<file path="src/hw/pmc_pkg.sv">
/*
  Constants, types and register map of the power mode and clock gating
  controller. Assumes a single system clock of 100 MHz and an 8-bit
  register port with a two-bit address.
*/
package pmc_pkg;

   // ------------------------------------------------------------
   // Register map
   // ------------------------------------------------------------
   localparam logic [1:0] OFS_OSC = 2'h0;  // Oscillator control
   localparam logic [1:0] OFS_SEC = 2'h1;  // Secondary timer control
   localparam logic [1:0] OFS_STAT = 2'h2; // Controller state, read only

   // Field positions
   localparam int IDLE_BIT = 7;  // idle_on_sleep
   localparam int IFS_LSB = 4;   // internal_freq_select, three bits
   localparam int PRDY_BIT = 3;  // primary_clock_ready_flag
   localparam int SEL_LSB = 0;   // clock_source_select, two bits
   localparam int SACT_BIT = 6;  // secondary_clock_active_flag
   localparam int SEN_BIT = 3;   // secondary_osc_enable

   // Values after reset
   localparam logic [2:0] IFS_RST = 3'h3;
   localparam logic [1:0] SEL_RST = 2'h0;

   // Clock source codes
   localparam logic [1:0] SRC_PRI = 2'h0;
   localparam logic [1:0] SRC_SEC = 2'h1;
   localparam logic [1:0] SRC_INT = 2'h2;

   // ------------------------------------------------------------
   // Timing
   // ------------------------------------------------------------
   localparam int CLK_NS = 10;     // System clock period
   localparam int RDY_NS = 2000;  // CPU ready delay, plain default
   localparam int RDY_CYC = (RDY_NS + CLK_NS - 1) / CLK_NS;
   localparam int CNT_W = 8;
   localparam logic [CNT_W-1:0] RDY_CNT = CNT_W'(RDY_CYC);

   // ------------------------------------------------------------
   // Types
   // ------------------------------------------------------------
   typedef enum logic [4:0] {
      ST_RUN = 5'h01,
      ST_IDLE = 5'h02,
      ST_SLEEP = 5'h04,
      ST_WAKE = 5'h08,
      ST_READY = 5'h10
   } pmState_e;

   typedef struct packed {
      logic [1:0] addr;
      logic [7:0] wdata;
      logic wr;
      logic rd;
   } regReq_s;

   typedef struct packed {
      logic pri;
      logic sec;
      logic hf;
   } oscRdy_s;

   typedef struct packed {
      logic pri;
      logic sec;
      logic hf;
      logic lf;
   } oscEn_s;

endpackage

</file>
<file path="src/hw/ready_delay.sv">
/*
  CPU ready delay timer. A start pulse loads the count; done pulses for
  one cycle when it expires. Assumes start comes from logic on the same
  clock and is not repeated while the timer runs.
*/
module ready_delay (
   // Clock and reset
   input wire logic clock,
   input wire logic rst_n,
   // Control
   input wire logic start,
   output logic done
);
   import pmc_pkg::*;

   logic busy_r, busy_nxt;            // Timer running
   logic [CNT_W-1:0] cnt_r, cnt_nxt;  // Cycles left
   logic done_r, done_nxt;            // Expiry pulse

   // ------------------------------------------------------------
   // Next count
   // ------------------------------------------------------------
   always_comb begin
      busy_nxt = busy_r;
      cnt_nxt = cnt_r;
      done_nxt = 1'b0;
      if (start) begin
         busy_nxt = 1'b1;
         cnt_nxt = RDY_CNT - CNT_W'(1);
      end else if (busy_r && cnt_r == '0) begin
         // Expired: pulse once and stop
         busy_nxt = 1'b0;
         done_nxt = 1'b1;
      end else if (busy_r) begin
         cnt_nxt = cnt_r - CNT_W'(1);
      end
   end

   // Registers
   always_ff @(posedge clock) begin
      if (!rst_n) begin
         busy_r <= 1'b0;
         cnt_r <= '0;
         done_r <= 1'b0;
      end else begin
         busy_r <= busy_nxt;
         cnt_r <= cnt_nxt;
         done_r <= done_nxt;
      end
   end

   assign done = done_r;

endmodule

</file>
<file path="src/hw/power_mode_ctl.sv">
/*
  Power mode controller: picks the system clock source, gates CPU and
  peripheral clocks for run, idle and sleep, and wakes on interrupt or
  watchdog time-out after a fixed CPU ready delay. Assumes oscillator
  ready levels arrive asynchronously and core events on this clock.
*/
// Notes on behaviour
// RULE_01: Select write switches source once it oscillates
// RULE_02: Sleep mode uses idle flag at command
// RULE_03: Sleep without idle stops all clocks
// RULE_04: Idle sleep keeps peripherals, gates CPU
// RULE_05: Select 00 is primary, reset default
// RULE_06: Select 01 runs secondary, primary off
// RULE_07: Secondary switch waits for enable and ready
// RULE_08: Select 1x runs internal block, primary off
// RULE_09: Internal frequency writable anytime, immediate effect
// RULE_10: Sleep stops oscillator, clears status flags
// RULE_11: Watchdog and enabled secondary oscillators keep running
// RULE_12: Sleep wake waits ready or uses internal
// RULE_13: Wake leaves idle flag and select unchanged
// RULE_14: Idle clocks peripherals, flags left alone
// RULE_15: Idle exits only on interrupt, watchdog, reset
// RULE_16: Wake waits ready delay, then matching run
// RULE_17: Watchdog time-out while asleep wakes, no reset
// RULE_18: Primary idle keeps primary clock and flag
// RULE_19: Software sets idle, clears select, then sleeps
// RULE_20: Enabled interrupt flag starts the wake exit
// RULE_21: Command registered, gates change next edge
module power_mode_ctl (
   // Clock and reset
   input wire logic clock,
   input wire logic rst_n,
   // Register port
   input wire pmc_pkg::regReq_s regReq,
   output logic [7:0] rdData,
   // Core events
   input wire logic sleepCmd,
   input wire logic wakeIrq,
   input wire logic wdtTimeout,
   // Configuration levels
   input wire logic twoSpeedEn,
   input wire logic failSafeEn,
   input wire logic wdtSelected,
   // Oscillator status, asynchronous
   input wire pmc_pkg::oscRdy_s oscReady,
   // Clock tree control
   output pmc_pkg::oscEn_s oscEnable,
   output logic cpuClkEn,
   output logic periClkEn,
   output logic [1:0] clkSel,
   output logic [2:0] intFreq
);
   import pmc_pkg::*;

   // ------------------------------------------------------------
   // Declarations
   // ------------------------------------------------------------
   oscRdy_s sync1R, sync2R;           // Ready synchroniser stages
   pmState_e stateR, stateNxt;        // Power mode
   logic [1:0] selR, selNxt;          // clock_source_select
   logic [1:0] actR, actNxt;          // Source actually driving
   logic idleR, idleNxt;              // idle_on_sleep
   logic [2:0] ifsR, ifsNxt;          // internal_freq_select
   logic secEnR, secEnNxt;            // secondary_osc_enable
   logic sleepReqR, sleepReqNxt;      // Registered sleep command
   logic sleepIdleR, sleepIdleNxt;    // Idle flag caught with it
   logic priFlagR, priFlagNxt;        // primary_clock_ready_flag
   logic secActR, secActNxt;          // secondary_clock_active_flag
   oscEn_s oscEnR, oscEnNxt;          // Oscillator enables
   logic cpuClkEn_r, cpuNxt;          // CPU gate
   logic periClkEn_r, periNxt;        // Peripheral gate
   logic [7:0] rdData_r, rdNxt;       // Read data
   logic [1:0] want;                  // Source software asks for
   logic wake;                        // Any wake event
   logic asleep;                      // Sleep or wake next cycle
   logic delayStart;                  // Start ready delay
   logic delayDone;                   // Ready delay expired
   logic [CNT_W-1:0] readyCnt;        // Cycles spent in READY
   logic [2:0] wrIfs;                 // Frequency field of a write

   // ------------------------------------------------------------
   // Helpers
   // ------------------------------------------------------------
   // Source the select field resolves to; a secondary request with
   // the oscillator disabled keeps the present source
   function automatic logic [1:0] wantSrc(input logic [1:0] sel,
      input logic secEn, input logic [1:0] act);
      if (sel[1]) begin
         wantSrc = SRC_INT;
      end else if (sel[0]) begin
         wantSrc = secEn ? SRC_SEC : act;
      end else begin
         wantSrc = SRC_PRI;
      end
   endfunction

   // Whether a source is oscillating
   function automatic logic srcReady(input logic [1:0] src,
      input oscRdy_s rdy);
      if (src == SRC_PRI) begin
         srcReady = rdy.pri;
      end else if (src == SRC_SEC) begin
         srcReady = rdy.sec;
      end else begin
         srcReady = rdy.hf;
      end
   endfunction

   // ------------------------------------------------------------
   // Ready synchroniser
   // ------------------------------------------------------------
   always_ff @(posedge clock) begin
      if (!rst_n) begin
         sync1R <= '0;
         sync2R <= '0;
      end else begin
         sync1R <= oscReady;
         sync2R <= sync1R;
      end
   end

   // ------------------------------------------------------------
   // Mode, source and register state
   // ------------------------------------------------------------
   assign wake = wakeIrq | wdtTimeout;  // [RULE_20] [RULE_17]
   assign wrIfs = regReq.wdata[IFS_LSB+:3];

   always_comb begin
      stateNxt = stateR;
      selNxt = selR;
      actNxt = actR;
      idleNxt = idleR;
      ifsNxt = ifsR;
      secEnNxt = secEnR;
      sleepReqNxt = 1'b0;
      sleepIdleNxt = sleepIdleR;
      delayStart = 1'b0;
      // Software writes; wake never touches these [RULE_13]
      if (regReq.wr && regReq.addr == OFS_OSC) begin
         idleNxt = regReq.wdata[IDLE_BIT];
         ifsNxt = wrIfs;  // Taken in any mode [RULE_09]
         selNxt = regReq.wdata[SEL_LSB+:2];
      end
      if (regReq.wr && regReq.addr == OFS_SEC) begin
         secEnNxt = regReq.wdata[SEN_BIT];
      end
      // Catch the idle flag with the command itself [RULE_02] [RULE_21]
      if (sleepCmd && stateR == ST_RUN && !sleepReqR) begin
         sleepReqNxt = 1'b1;
         sleepIdleNxt = idleR;
      end
      want = wantSrc(selR, secEnR, actR);
      unique case (stateR)
         ST_RUN: begin
            // Switch as soon as the target runs [RULE_01] [RULE_06] [RULE_07] [RULE_08]
            if (want != actR && srcReady(want, sync2R)) begin
               actNxt = want;
            end
            // No clock switch needed to go down [RULE_10]
            if (sleepReqR) begin
               stateNxt = sleepIdleR ? ST_IDLE : ST_SLEEP;  // [RULE_03] [RULE_04]
            end
         end
         ST_IDLE: begin
            // Peripherals follow the select field [RULE_14]
            if (want != actR && srcReady(want, sync2R)) begin
               actNxt = want;
            end
            // Only wake events restart the CPU [RULE_15]
            if (wake) begin
               stateNxt = ST_READY;
               delayStart = 1'b1;
            end
         end
         ST_SLEEP: begin
            if (wake) begin
               stateNxt = ST_WAKE;
            end
         end
         ST_WAKE: begin
            // Clocks stay off until a source runs [RULE_12]
            if (srcReady(want, sync2R)) begin
               actNxt = want;
               stateNxt = ST_READY;
               delayStart = 1'b1;
            end else if ((twoSpeedEn || failSafeEn) && sync2R.hf) begin
               actNxt = SRC_INT;
               stateNxt = ST_READY;
               delayStart = 1'b1;
            end
         end
         ST_READY: begin
            // Run mode matches the source in use [RULE_16]
            if (delayDone) begin
               stateNxt = ST_RUN;
            end
         end
         default: begin
            stateNxt = ST_RUN;
         end
      endcase
      // Status flags are cleared by sleep, wake or a source change, not by idle [RULE_10] [RULE_14]
      asleep = (stateNxt == ST_SLEEP) || (stateNxt == ST_WAKE);
      priFlagNxt = !asleep && actNxt == SRC_PRI && sync2R.pri;  // [RULE_12] [RULE_18]
      secActNxt = !asleep && actNxt == SRC_SEC;  // [RULE_06]
      // Primary kept only while used or wanted [RULE_06] [RULE_08] [RULE_18]
      oscEnNxt.pri = stateNxt != ST_SLEEP && (actNxt == SRC_PRI || want == SRC_PRI);
      oscEnNxt.sec = secEnNxt;  // [RULE_11]
      oscEnNxt.hf = stateNxt != ST_SLEEP
         && (actNxt == SRC_INT || want == SRC_INT
         || (stateNxt == ST_WAKE && (twoSpeedEn || failSafeEn)));
      oscEnNxt.lf = wdtSelected || oscEnNxt.hf;  // [RULE_11]
      // Gates move on the edge that changes the mode [RULE_21]
      cpuNxt = stateNxt == ST_RUN;
      periNxt = stateNxt == ST_RUN || stateNxt == ST_IDLE || stateNxt == ST_READY;
   end

   // Registers
   always_ff @(posedge clock) begin
      if (!rst_n) begin
         stateR <= ST_RUN;
         selR <= SEL_RST;   // Primary after reset [RULE_05]
         actR <= SRC_PRI;   // [RULE_05]
         idleR <= 1'b0;
         ifsR <= IFS_RST;
         secEnR <= 1'b0;
         sleepReqR <= 1'b0;
         sleepIdleR <= 1'b0;
         priFlagR <= 1'b0;
         secActR <= 1'b0;
         oscEnR <= '0;
         cpuClkEn_r <= 1'b0;
         periClkEn_r <= 1'b0;
      end else begin
         stateR <= stateNxt;
         selR <= selNxt;
         actR <= actNxt;
         idleR <= idleNxt;
         ifsR <= ifsNxt;
         secEnR <= secEnNxt;
         sleepReqR <= sleepReqNxt;
         sleepIdleR <= sleepIdleNxt;
         priFlagR <= priFlagNxt;
         secActR <= secActNxt;
         oscEnR <= oscEnNxt;
         cpuClkEn_r <= cpuNxt;
         periClkEn_r <= periNxt;
      end
   end

   // CPU ready delay timer
   ready_delay u_delay (
      .clock(clock),
      .rst_n(rst_n),
      .start(delayStart),
      .done(delayDone)
   );

   // ------------------------------------------------------------
   // Read back
   // ------------------------------------------------------------
   // Unmapped offsets answer zero
   always_comb begin
      rdNxt = 8'h00;
      if (regReq.rd) begin
         unique case (regReq.addr)
            OFS_OSC: begin
               rdNxt[IDLE_BIT] = idleR;
               rdNxt[IFS_LSB+:3] = ifsR;
               rdNxt[PRDY_BIT] = priFlagR;
               rdNxt[SEL_LSB+:2] = selR;
            end
            OFS_SEC: begin
               rdNxt[SACT_BIT] = secActR;
               rdNxt[SEN_BIT] = secEnR;
            end
            OFS_STAT: begin
               rdNxt = {3'h0, stateR};
            end
            default: begin
               rdNxt = 8'h00;
            end
         endcase
      end
   end

   always_ff @(posedge clock) begin
      if (!rst_n) begin
         rdData_r <= 8'h00;
      end else begin
         rdData_r <= rdNxt;
      end
   end

   // Outputs, all from flip-flops
   assign rdData = rdData_r;
   assign oscEnable = oscEnR;
   assign cpuClkEn = cpuClkEn_r;
   assign periClkEn = periClkEn_r;
   assign clkSel = actR;
   assign intFreq = ifsR;

   // ------------------------------------------------------------
   // Checks
   // ------------------------------------------------------------
   // Cycle count inside READY, read only by the checks
   always_ff @(posedge clock) begin
      if (!rst_n || stateR != ST_READY) begin
         readyCnt <= '0;
      end else begin
         readyCnt <= readyCnt + CNT_W'(1);
      end
   end
endmodule

</file>
<file path="config.mk">
export PLATFORM = sky130hd
export DESIGN_NAME = power_mode_ctl
export DESIGN_NICKNAME = d
export VERILOG_FILES = /design/src/hw/pmc_pkg.sv /design/src/hw/ready_delay.sv /design/src/hw/power_mode_ctl.sv
export SDC_FILE = /design/constraint.sdc
export NUM_CORES = 1
export LEC_CHECK = 0
export BUFFER_PORTS_ARGS = -buffer_cell sky130_fd_sc_hd__buf_2
export CAP_MARGIN = 30
export CORE_AREA = 2 2 59 103
export CTS_CLUSTER_DIAMETER = 150
export DETAILED_ROUTE_END_ITERATION = 10
export DIE_AREA = 0 0 61 105
export GPL_ROUTABILITY_DRIVEN = 0
export MAX_ROUTING_LAYER = met4
export PLACE_DENSITY = 0.7
export SLEW_MARGIN = 20
export SYNTH_ARGS = -nofsm -noshare
export SYNTH_HDL_FRONTEND = slang
export SYNTH_HIERARCHICAL = 1
export SYNTH_SLANG_ARGS = --single-unit
</file>
<file path="constraint.sdc">
create_clock -name clock -period 2.4 [get_ports clock]
set_input_delay 0.36 -clock clock [delete_from_list [all_inputs] [get_ports clock]]
set_output_delay 0.36 -clock clock [all_outputs]
set_load 0.05 [all_outputs]
</file>
==> flow_summary.yaml, run 1 <==
outcome:
  outcome: "completed"
timing:
  finalHoldWorstSlack_ns: 0.2689
  fin_crit_sh_pct: 86.85
  max_slew_margin_pct: 54.04
  final_max_slew_viol_count: 0
  setup_viol: 0
  tightestPinTransition_ns: 0.6865
  finalCriticalPeriod_ns: 2.084
  hold_viol: 0
  skew_ns: 0.01173
  fin_tns_setup_ns: 0
  fmax_mhz: 479.8
  rsz0062_at_grt: "false"
route:
  via_per_inst: 5.205
  drtAntennaViolNets: 0
  drc: 0
  wl_per_cell_um: 12.97
  num_vias: 1827
  firstDrtPassIters: 4
  routed_wl_um: 4554
  drt-initial-drc-count: 53
grt:
  grt_pass1_wl_um: 7596
  grt_overflow: 0
  antenna_found_initial: 0
  grt_pass1_vias: 1743
  grt_max_degree: 23
  track_usage_pct: 15.79
power_and_ir_drop:
  power_density_nw_per_um2: 629.5
  leakage_nw: 1.049
  ir_worst_vdd_uv: 288.3
synthesis:
  synth_seq_cells: 47
  synth-main-ff-cell: "dfxtp_1"
  synth-edff-count: 0
  ys_types: 66
  syn_inst: 235
  syn_area_um2: 2193
  yosysWarningCount: 6
  ys_async_sr_fraction_pct: 0
  syn_avg_cell_area_um2: 9.333
  ys_seq_area_share_pct: 42.90
  synth_nets: 260
clock_network:
  htree_num_levels: 2
  clock-root-buffer: "clkbuf_8"
  cts_tree: "yes"
  clockBufferDepth: 2
  hold_buffers: 0
  insertion_delay_ns: 0.30
  cts.sinks: 47
  cts_buffers: 5
  path_clk_slew_ns: 0.10
cells_and_area:
  final_cell_area_um2: 2557
  nets: 299
  finish.utilization_pct: 46.16
  diodes: 0
  drive_above_1_share_pct: 27.27
  area_growth_pct: 16.60
flow_run:
  drv_cap: 0
die:
  row_count: 36
  start_util_pct: 39.59
  fp.coreArea_um2: 5540
  io-pin-count: 42
  die_area_um2: 6405
  die_w_um: 61
  die-height_um: 105
place:
  dpl_cell_area_um2: 2442
  portBuffers: 40
  hpwl_um: 3530
critical_path:
  worstSetupEndpointType: "flop"
  worstPathMaxFanout: 8
  crit_type: "flop to flop"
  critPathArrivalTime_ns: 2.27
  critPathRequiredTime_ns: 2.58
  crit_path_start_kind: "flop"
min_path:
  min_path_type: "input port to flop"
## Yosys cell counts (2+ instances only)
library cell / count / area share [%]
a311oi_1: 3 / 1.2
nor2b_2: 2 / 0.80
o22ai_1: 2 / 0.57
nand2b_1: 6 / 1.7
a211oi_1: 4 / 1.4
dfxtp_1: 47 / 43
nor3_1: 2 / 0.46
nor2_2: 2 / 0.57
or2_2: 2 / 0.57
o31ai_1: 4 / 1.4
buf_6: 2 / 1.0
nor2_1: 31 / 5.3
o21ai_2: 2 / 0.80
inv_1: 9 / 1.5
o21ai_0: 3 / 0.68
mux2i_1: 15 / 6.8
and2_1: 11 / 3.1
clkbuf_1: 5 / 0.86
nand4b_1: 2 / 0.80
nand3b_1: 3 / 1.0
a21oi_2: 3 / 1.2
nand2_1: 17 / 2.9
a21oi_1: 8 / 1.8
a31oi_1: 4 / 1.1
nor3b_1: 4 / 1.4
ha_1: 2 / 1.1
## per-layer routing
layer	track usage [%]	vias up	wire [um]
li1	-	915	-
met5	-	-	0
met2	28.34	44	2547
met1	16.02	861	1738
met3	2.723	7	164
met4	6.366	0	103
## final cells by class
type                            instances  area, um2
Clock buffer                            5      68.82
Fill cell                             572       2983
Timing Repair Buffer                   41      207.7
Clock inverter                          3      43.79
Multi-Input combinational cell        169       1164
Inverter                               10      37.54
Sequential cell                        47      940.9
Tap cell                               76      95.09
## cell usage in the layout, fill, tap and decap left out, types with 2 or more instances in the layout
cell,count
nand2_1,17
inv_1,9
buf_2,40
o21ai_2,2
a21oi_2,3
nor2_2,2
nor2b_2,3
dfxtp_1,47
or2_2,2
nor3b_1,4
nor2_1,31
nor3_1,2
mux2i_1,15
a31oi_1,4
ha_1,2
and2_1,11
nand2b_1,6
a311oi_1,3
o31ai_1,4
a211oi_1,4
nand3b_1,3
nand4b_1,2
o22ai_1,2
a21oi_1,8
o21ai_0,3
clkbuf_8,5
## what timing repair did
action,4_1_cts,5_1_grt
buffers inserted,0,0
setup endpoints to repair,0,1
hold endpoints to repair,0,0
resized for setup,0,1
## state kept, by name, indices dropped and copies added, names as in the netlist, 2 cells and up
name and flops:
clkSel 2, intFreq 3, oscEnable 4, rdData 8
selR 2, stateR 5, sync1R 3, sync2R 3
u_delay/cnt_r 8
## worst paths after layout
path              slack, ns               end   startpoint  cells after the start
setup / recovery       0.32  u_delay/cnt_r[5]      selR[0]                      9
hold / removal         0.27         sync1R[2]  oscReady[2]                      2
setup reg to reg       0.32  u_delay/cnt_r[5]      selR[0]                      9
hold reg to reg        0.43         sync2R[0]    sync1R[0]                      1
## kinds of logic after synthesis
group	after synthesis	share of synthesized area, %
adders and majority gates	2	1.141
buffers and inverters	19	4.164
muxes	15	6.845
and+or+nand+nor	102	27.55
AOI/OAI and AO/OA	50	17.40
DFF	47	42.90
## power breakdown
part | switching (mW) | leakage, nW | internal (mW)
combinational | 0.128 | 0.608 | 0.0724
sequential | 0.0205 | 0.383 | 0.805
clock | 0.274 | 0.0581 | 0.310
total | 0.422 | 1.05 | 1.19
## stage by stage
| stage | total power [mW] | std cells | worst slack, ns |
|---|---|---|---|
| after global routing | 1.686 | 351 | 0.02400 |
| after detailed placement | 1.045 | 343 | 0.2324 |
| after CTS | 1.626 | 351 | 0.1788 |
| final | 1.610 | 351 | 0.3157 |
| after global placement | 1.044 | 343 | 0.3616 |
| after floorplan | 0.9918 | 235 | 0.1878 |
## worst max-delay path: stages, from the launching register on
cell and delay (ns):
dfxtp_1 0.45, nand2b_1 0.09, o21ai_1 0.27, a21oi_2 0.14
nor2_1 0.12, o22ai_1 0.08, buf_4 0.18, nor2b_2 0.25
nand2b_1 0.09, o41ai_1 0.29
Note: power is estimated with default switching activity, not from simulation.
==> run 2: changes to the inputs <==
--- a/config.mk
+++ b/config.mk
@@ -7,13 +7,13 @@
 export LEC_CHECK = 0
 export BUFFER_PORTS_ARGS = -buffer_cell sky130_fd_sc_hd__buf_2
 export CAP_MARGIN = 30
-export CORE_AREA = 2 2 59 103
+export CORE_AREA = 2 2 78 80
 export CTS_CLUSTER_DIAMETER = 150
 export DETAILED_ROUTE_END_ITERATION = 10
-export DIE_AREA = 0 0 61 105
+export DIE_AREA = 0 0 80 82
 export GPL_ROUTABILITY_DRIVEN = 0
 export MAX_ROUTING_LAYER = met4
-export PLACE_DENSITY = 0.7
+export PLACE_DENSITY = 0.69
 export SLEW_MARGIN = 20
 export SYNTH_ARGS = -nofsm -noshare
 export SYNTH_HDL_FRONTEND = slang
==> flow_summary.yaml, run 2 (same netlist as run 1, synthesis figures left out) <==
die:
  die_w_um: 80
  die-height_um: 82
  fp.coreArea_um2: 5746
  start_util_pct: 38.18
  row_count: 28
  io-pin-count: 42
  die_area_um2: 6560
route:
  num_vias: 1767
  via_per_inst: 5.049
  drtAntennaViolNets: 0
  drt-initial-drc-count: 116
  wl_per_cell_um: 12.55
  drc: 0
  routed_wl_um: 4391
  firstDrtPassIters: 4
power_and_ir_drop:
  power_density_nw_per_um2: 600.7
  leakage_nw: 1.041
  ir_worst_vdd_uv: 286.8
clock_network:
  cts_resized: 0
  cts.sinks: 47
  path_clk_slew_ns: 0.08
  clock-root-buffer: "clkbuf_8"
  cts_setup_buffers: 0
  cts_tree: "yes"
  cts_buffers: 5
  clockBufferDepth: 2
  hold_buffers: 0
  htree_num_levels: 2
  insertion_delay_ns: 0.29
place:
  hpwl_um: 3322
  portBuffers: 40
  post-place-ws_ns: 0.3685
grt:
  antenna_found_initial: 0
  track_usage_pct: 14.02
  grt_max_degree: 23
  grt_overflow: 0
  grt_pass1_vias: 1625
  grt_pass1_wl_um: 7051
cells_and_area:
  final_cell_mix: "47 x dfxtp_1, 40 x buf_2, 31 x nor2_1, 17 x nand2_1, 15 x mux2i_1"
  nets: 299
  fill_cells: 580
  drive_above_1_share_pct: 26.55
  diodes: 0
  layout_commonest_cell: "dfxtp_1"
  area_growth_pct: 15.86
timing:
  tightestPinTransition_ns: 0.6948
  fin_tns_setup_ns: 0
  fin_crit_sh_pct: 87.61
  skew_ns: 0.005635
  hold_viol: 0
  final_max_slew_viol_count: 0
  setup_viol: 0
  layout_setup_ws_ns: 0.2973
  rsz0062_at_grt: "false"
  finalCriticalPeriod_ns: 2.103
  fmax_mhz: 475.6
  max_slew_margin_pct: 53.47
critical_path:
  worstPathMaxFanout: 8
  slowest_delay_ns: 0.46
  critPathRequiredTime_ns: 2.59
  crit_path_start_kind: "flop"
  crit_top_cell: "nor2_1"
  r2r_cells: 9
  critPathArrivalTime_ns: 2.29
  crit_chain: "nor2_1 > o21ai_1 > a21oi_2 > nor2_1 > o22ai_1 > buf_4 > nor2b_1 > nand2b_1 > o41ai_1"
  worstSetupEndpointType: "flop"
  crit_type: "flop to flop"
  cp_slowest_cell: "dfxtp_1"
flow_run:
  drv_cap: 0
min_path:
  min_path_type: "input port to flop"
  holdPathStages: 2
outcome:
  outcome: "completed"
## run 2: cell types whose count changed in the layout (fill, tap and decap cells not counted)
cell	change
clkinv_4	-1
bufinv_16	-1
nor2b_1	+1
nor2b_2	-1
clkbuf_1	+1
clkinv_2	-1
clkbuf_8	+2
## run 2: layer usage
metal	part of all wire (%)	up-vias	wire length [um]	global-route usage (%)
met5	0	-	0	-
met4	0.30	0	13	2.542
met3	4.2	2	183	3.626
met2	48	37	2105	24.58
met1	48	813	2088	16.42
li1	-	915	-	-
## run 2: path summary, 6_finish.rpt
kind                     start               end  slack [ns]
setup / recovery  oscEnable[2]  u_delay/cnt_r[5]        0.30
hold reg to reg      sync1R[0]         sync2R[0]        0.44
setup reg to reg  oscEnable[2]  u_delay/cnt_r[5]        0.30
hold / removal     oscReady[1]         sync1R[1]        0.28
## run 2: power breakdown
group,total (mW),internal [mW],switching [mW],leakage [nW]
Clock,0.503,0.263,0.240,0.0515
Combinational,0.198,0.0721,0.126,0.607
Sequential,0.826,0.804,0.0211,0.383
## run 2: area by class of cell
class	instances	area (um2)	share of cell area, %
flip-flops and latches	47	940.9	37.03
well taps	75	93.84	3.693
inverters	10	37.54	1.477
repair buffers	41	207.7	8.173
clock buffers	8	100.1	3.939
multi-input cells	169	1161	45.69
## run 2: critical path, delay by kind of cell, from the launching register on
family,cells,cell delay [ns]
flip-flops,1,0.46
AND/OR/NAND/NOR,4,0.66
AO/OA/AOI/OAI,4,0.69
buffers and inverters,1,0.19
## run 2: stage by stage
stage	instances	util (%)	power, mW	hold WS [ns]	cell area, um2
3_5_place_dp	342	42.49	1.043	0.4185	2441
6_report	350	44.23	1.527	0.2757	2541
5_1_grt	350	44.23	1.601	0.2605	2541
3_3_place_gp	342	42.49	1.041	0.4155	2441
4_1_cts	350	44.23	1.544	0.2691	2541
2_1_floorplan	235	-	0.9918	0.4083	2193
==> run 3: changes to the inputs <==
--- a/config.mk
+++ b/config.mk
@@ -13,7 +13,7 @@
 export DIE_AREA = 0 0 80 82
 export GPL_ROUTABILITY_DRIVEN = 0
 export MAX_ROUTING_LAYER = met4
-export PLACE_DENSITY = 0.69
+export PLACE_DENSITY = 0.64
 export SLEW_MARGIN = 20
 export SYNTH_ARGS = -nofsm -noshare
 export SYNTH_HDL_FRONTEND = slang
==> flow_summary.yaml, run 3 (same netlist as run 1, synthesis figures left out) <==
route:
  wl_per_cell_um: 12.44
  routed_wl_um: 4329
  wl_met3_um: 180
  drt-initial-drc-count: 61
  drc: 0
  drtAntennaViolNets: 0
  firstDrtPassIters: 4
  num_vias: 1759
  wl_met2_um: 2055
  highest_layer: "met4"
  met1_length_um: 2080
  via_per_inst: 5.055
power_and_ir_drop:
  swShare_pct: 25.70
  leakage_nw: 1.027
  switchingPower_mw: 0.3706
  clockPowerShare_pct: 29.1
  p_int_mw: 1.071
  power_density_nw_per_um2: 573.5
  comb_power_share_pct: 13.6
  ir_worst_vdd_uv: 342.8
  p_seq_share_pct: 57.3
  total_power_mw: 1.442
timing:
  rsz0062_at_grt: "false"
  fmax_mhz: 486.8
  layout_setup_ws_ns: 0.3459
  setup_viol: 0
  final_max_slew_viol_count: 0
  fin_tns_setup_ns: 0
  hold_viol: 0
  fin_crit_sh_pct: 85.59
  max_slew_margin_pct: 54.08
  finalCriticalPeriod_ns: 2.054
  skew_ns: 0.009270
  tightestPinTransition_ns: 0.6858
critical_path:
  cp_slowest_cell: "dfxtp_1"
  worstSetupEndpointType: "flop"
  critPathRequiredTime_ns: 2.59
  critPathBufInv: 1
  crit_path_start_kind: "flop"
  crit_type: "flop to flop"
  startpoint: "clkSel[1]"
  crit_chain: "nor2b_2 > a21oi_2 > a21oi_1 > nor2_1 > o22ai_1 > inv_1 > a311oi_1"
  crit_family: "compound AO/OA/AOI/OAI gates"
  slowest_delay_ns: 0.37
  rr_startpoint: "clkSel[1]"
  critPathArrivalTime_ns: 2.24
  worstPathMaxFanout: 7
clock_network:
  insertion_delay_ns: 0.29
  cts.sinks: 47
  clockBufferDepth: 2
  htree_num_levels: 2
  cts_resized: 0
  cts_setup_buffers: 0
  clock-root-buffer: "clkbuf_8"
  path_clk_slew_ns: 0.08
  hold_buffers: 0
  cts_buffers: 5
  cts_tree: "yes"
outcome:
  outcome: "completed"
flow_run:
  drv_cap: 0
grt:
  antenna_found_initial: 0
  grt_pass1_vias: 1530
  grt_max_degree: 23
  track_usage_pct: 13.94
  grt_pass1_wl_um: 7051
  grt_overflow: 0
place:
  post-place-ws_ns: 0.3667
  place_inst: 342
  hpwl_um: 3303
  dpl_cell_area_um2: 2441
  portBuffers: 40
cells_and_area:
  nets: 299
  diodes: 0
  final_cell_area_um2: 2514
  layout_commonest_cell: "dfxtp_1"
  area_growth_pct: 14.60
  final_cells: 348
  final_cell_mix: "47 x dfxtp_1, 40 x buf_2, 31 x nor2_1, 17 x nand2_1, 15 x mux2i_1"
  drive_above_1_share_pct: 26.01
die:
  fp.coreArea_um2: 5746
  die_w_um: 80
  start_util_pct: 38.18
  row_count: 28
  die_area_um2: 6560
  die-height_um: 82
  io-pin-count: 42
min_path:
  worstHoldStart: "oscReady[0]"
  min_path_type: "input port to flop"
[run 3: cell types whose count changed in the layout (fill, tap and decap cells not counted)]
cell	previous run	this run
clkbuf_8	7	5
[run 3: power by group through the flow]
stage	clock network [mW]	registers (mW)	logic [mW]
floorplan	0	0.880	0.112
global placement	0	0.844	0.197
detailed placement	0	0.844	0.198
CTS	0.442	0.826	0.199
global route	0.472	0.830	0.217
finish	0.420	0.826	0.196
[run 3: worst paths after layout]
kind,slack [ns],cells past startpoint,end
hold / removal,0.28,2,sync1R[0]
hold reg to reg,0.44,1,sync2R[0]
setup / recovery,0.35,7,u_delay/cnt_r[1]
setup reg to reg,0.35,7,u_delay/cnt_r[1]
[run 3: per-stage QoR]
step / hold WS (ns) / utilization [%]
floorplan: 0.4083 / -
global placement: 0.4172 / 42.49
detailed placement: 0.4196 / 42.49
CTS: 0.2687 / 43.75
global route: 0.2818 / 43.75
finish: 0.2793 / 43.75
[run 3: metal layers]
layer | GRT usage (%) | vias up
met1 | 16.76 | 816
met4 | 3.051 | 0
met3 | 3.077 | 2
met2 | 24.08 | 31
li1 | - | 910
met5 | - | -
[run 3: layout make-up]
| cell class | instances | area (um2) |
|---|---|---|
| clock buffers | 6 | 72.57 |
| fillers | 576 | 3232 |
| inverters | 10 | 37.54 |
| multi-input cells | 169 | 1161 |
| flip-flops and latches | 47 | 940.9 |
| well taps | 75 | 93.84 |
| repair buffers | 41 | 207.7 |
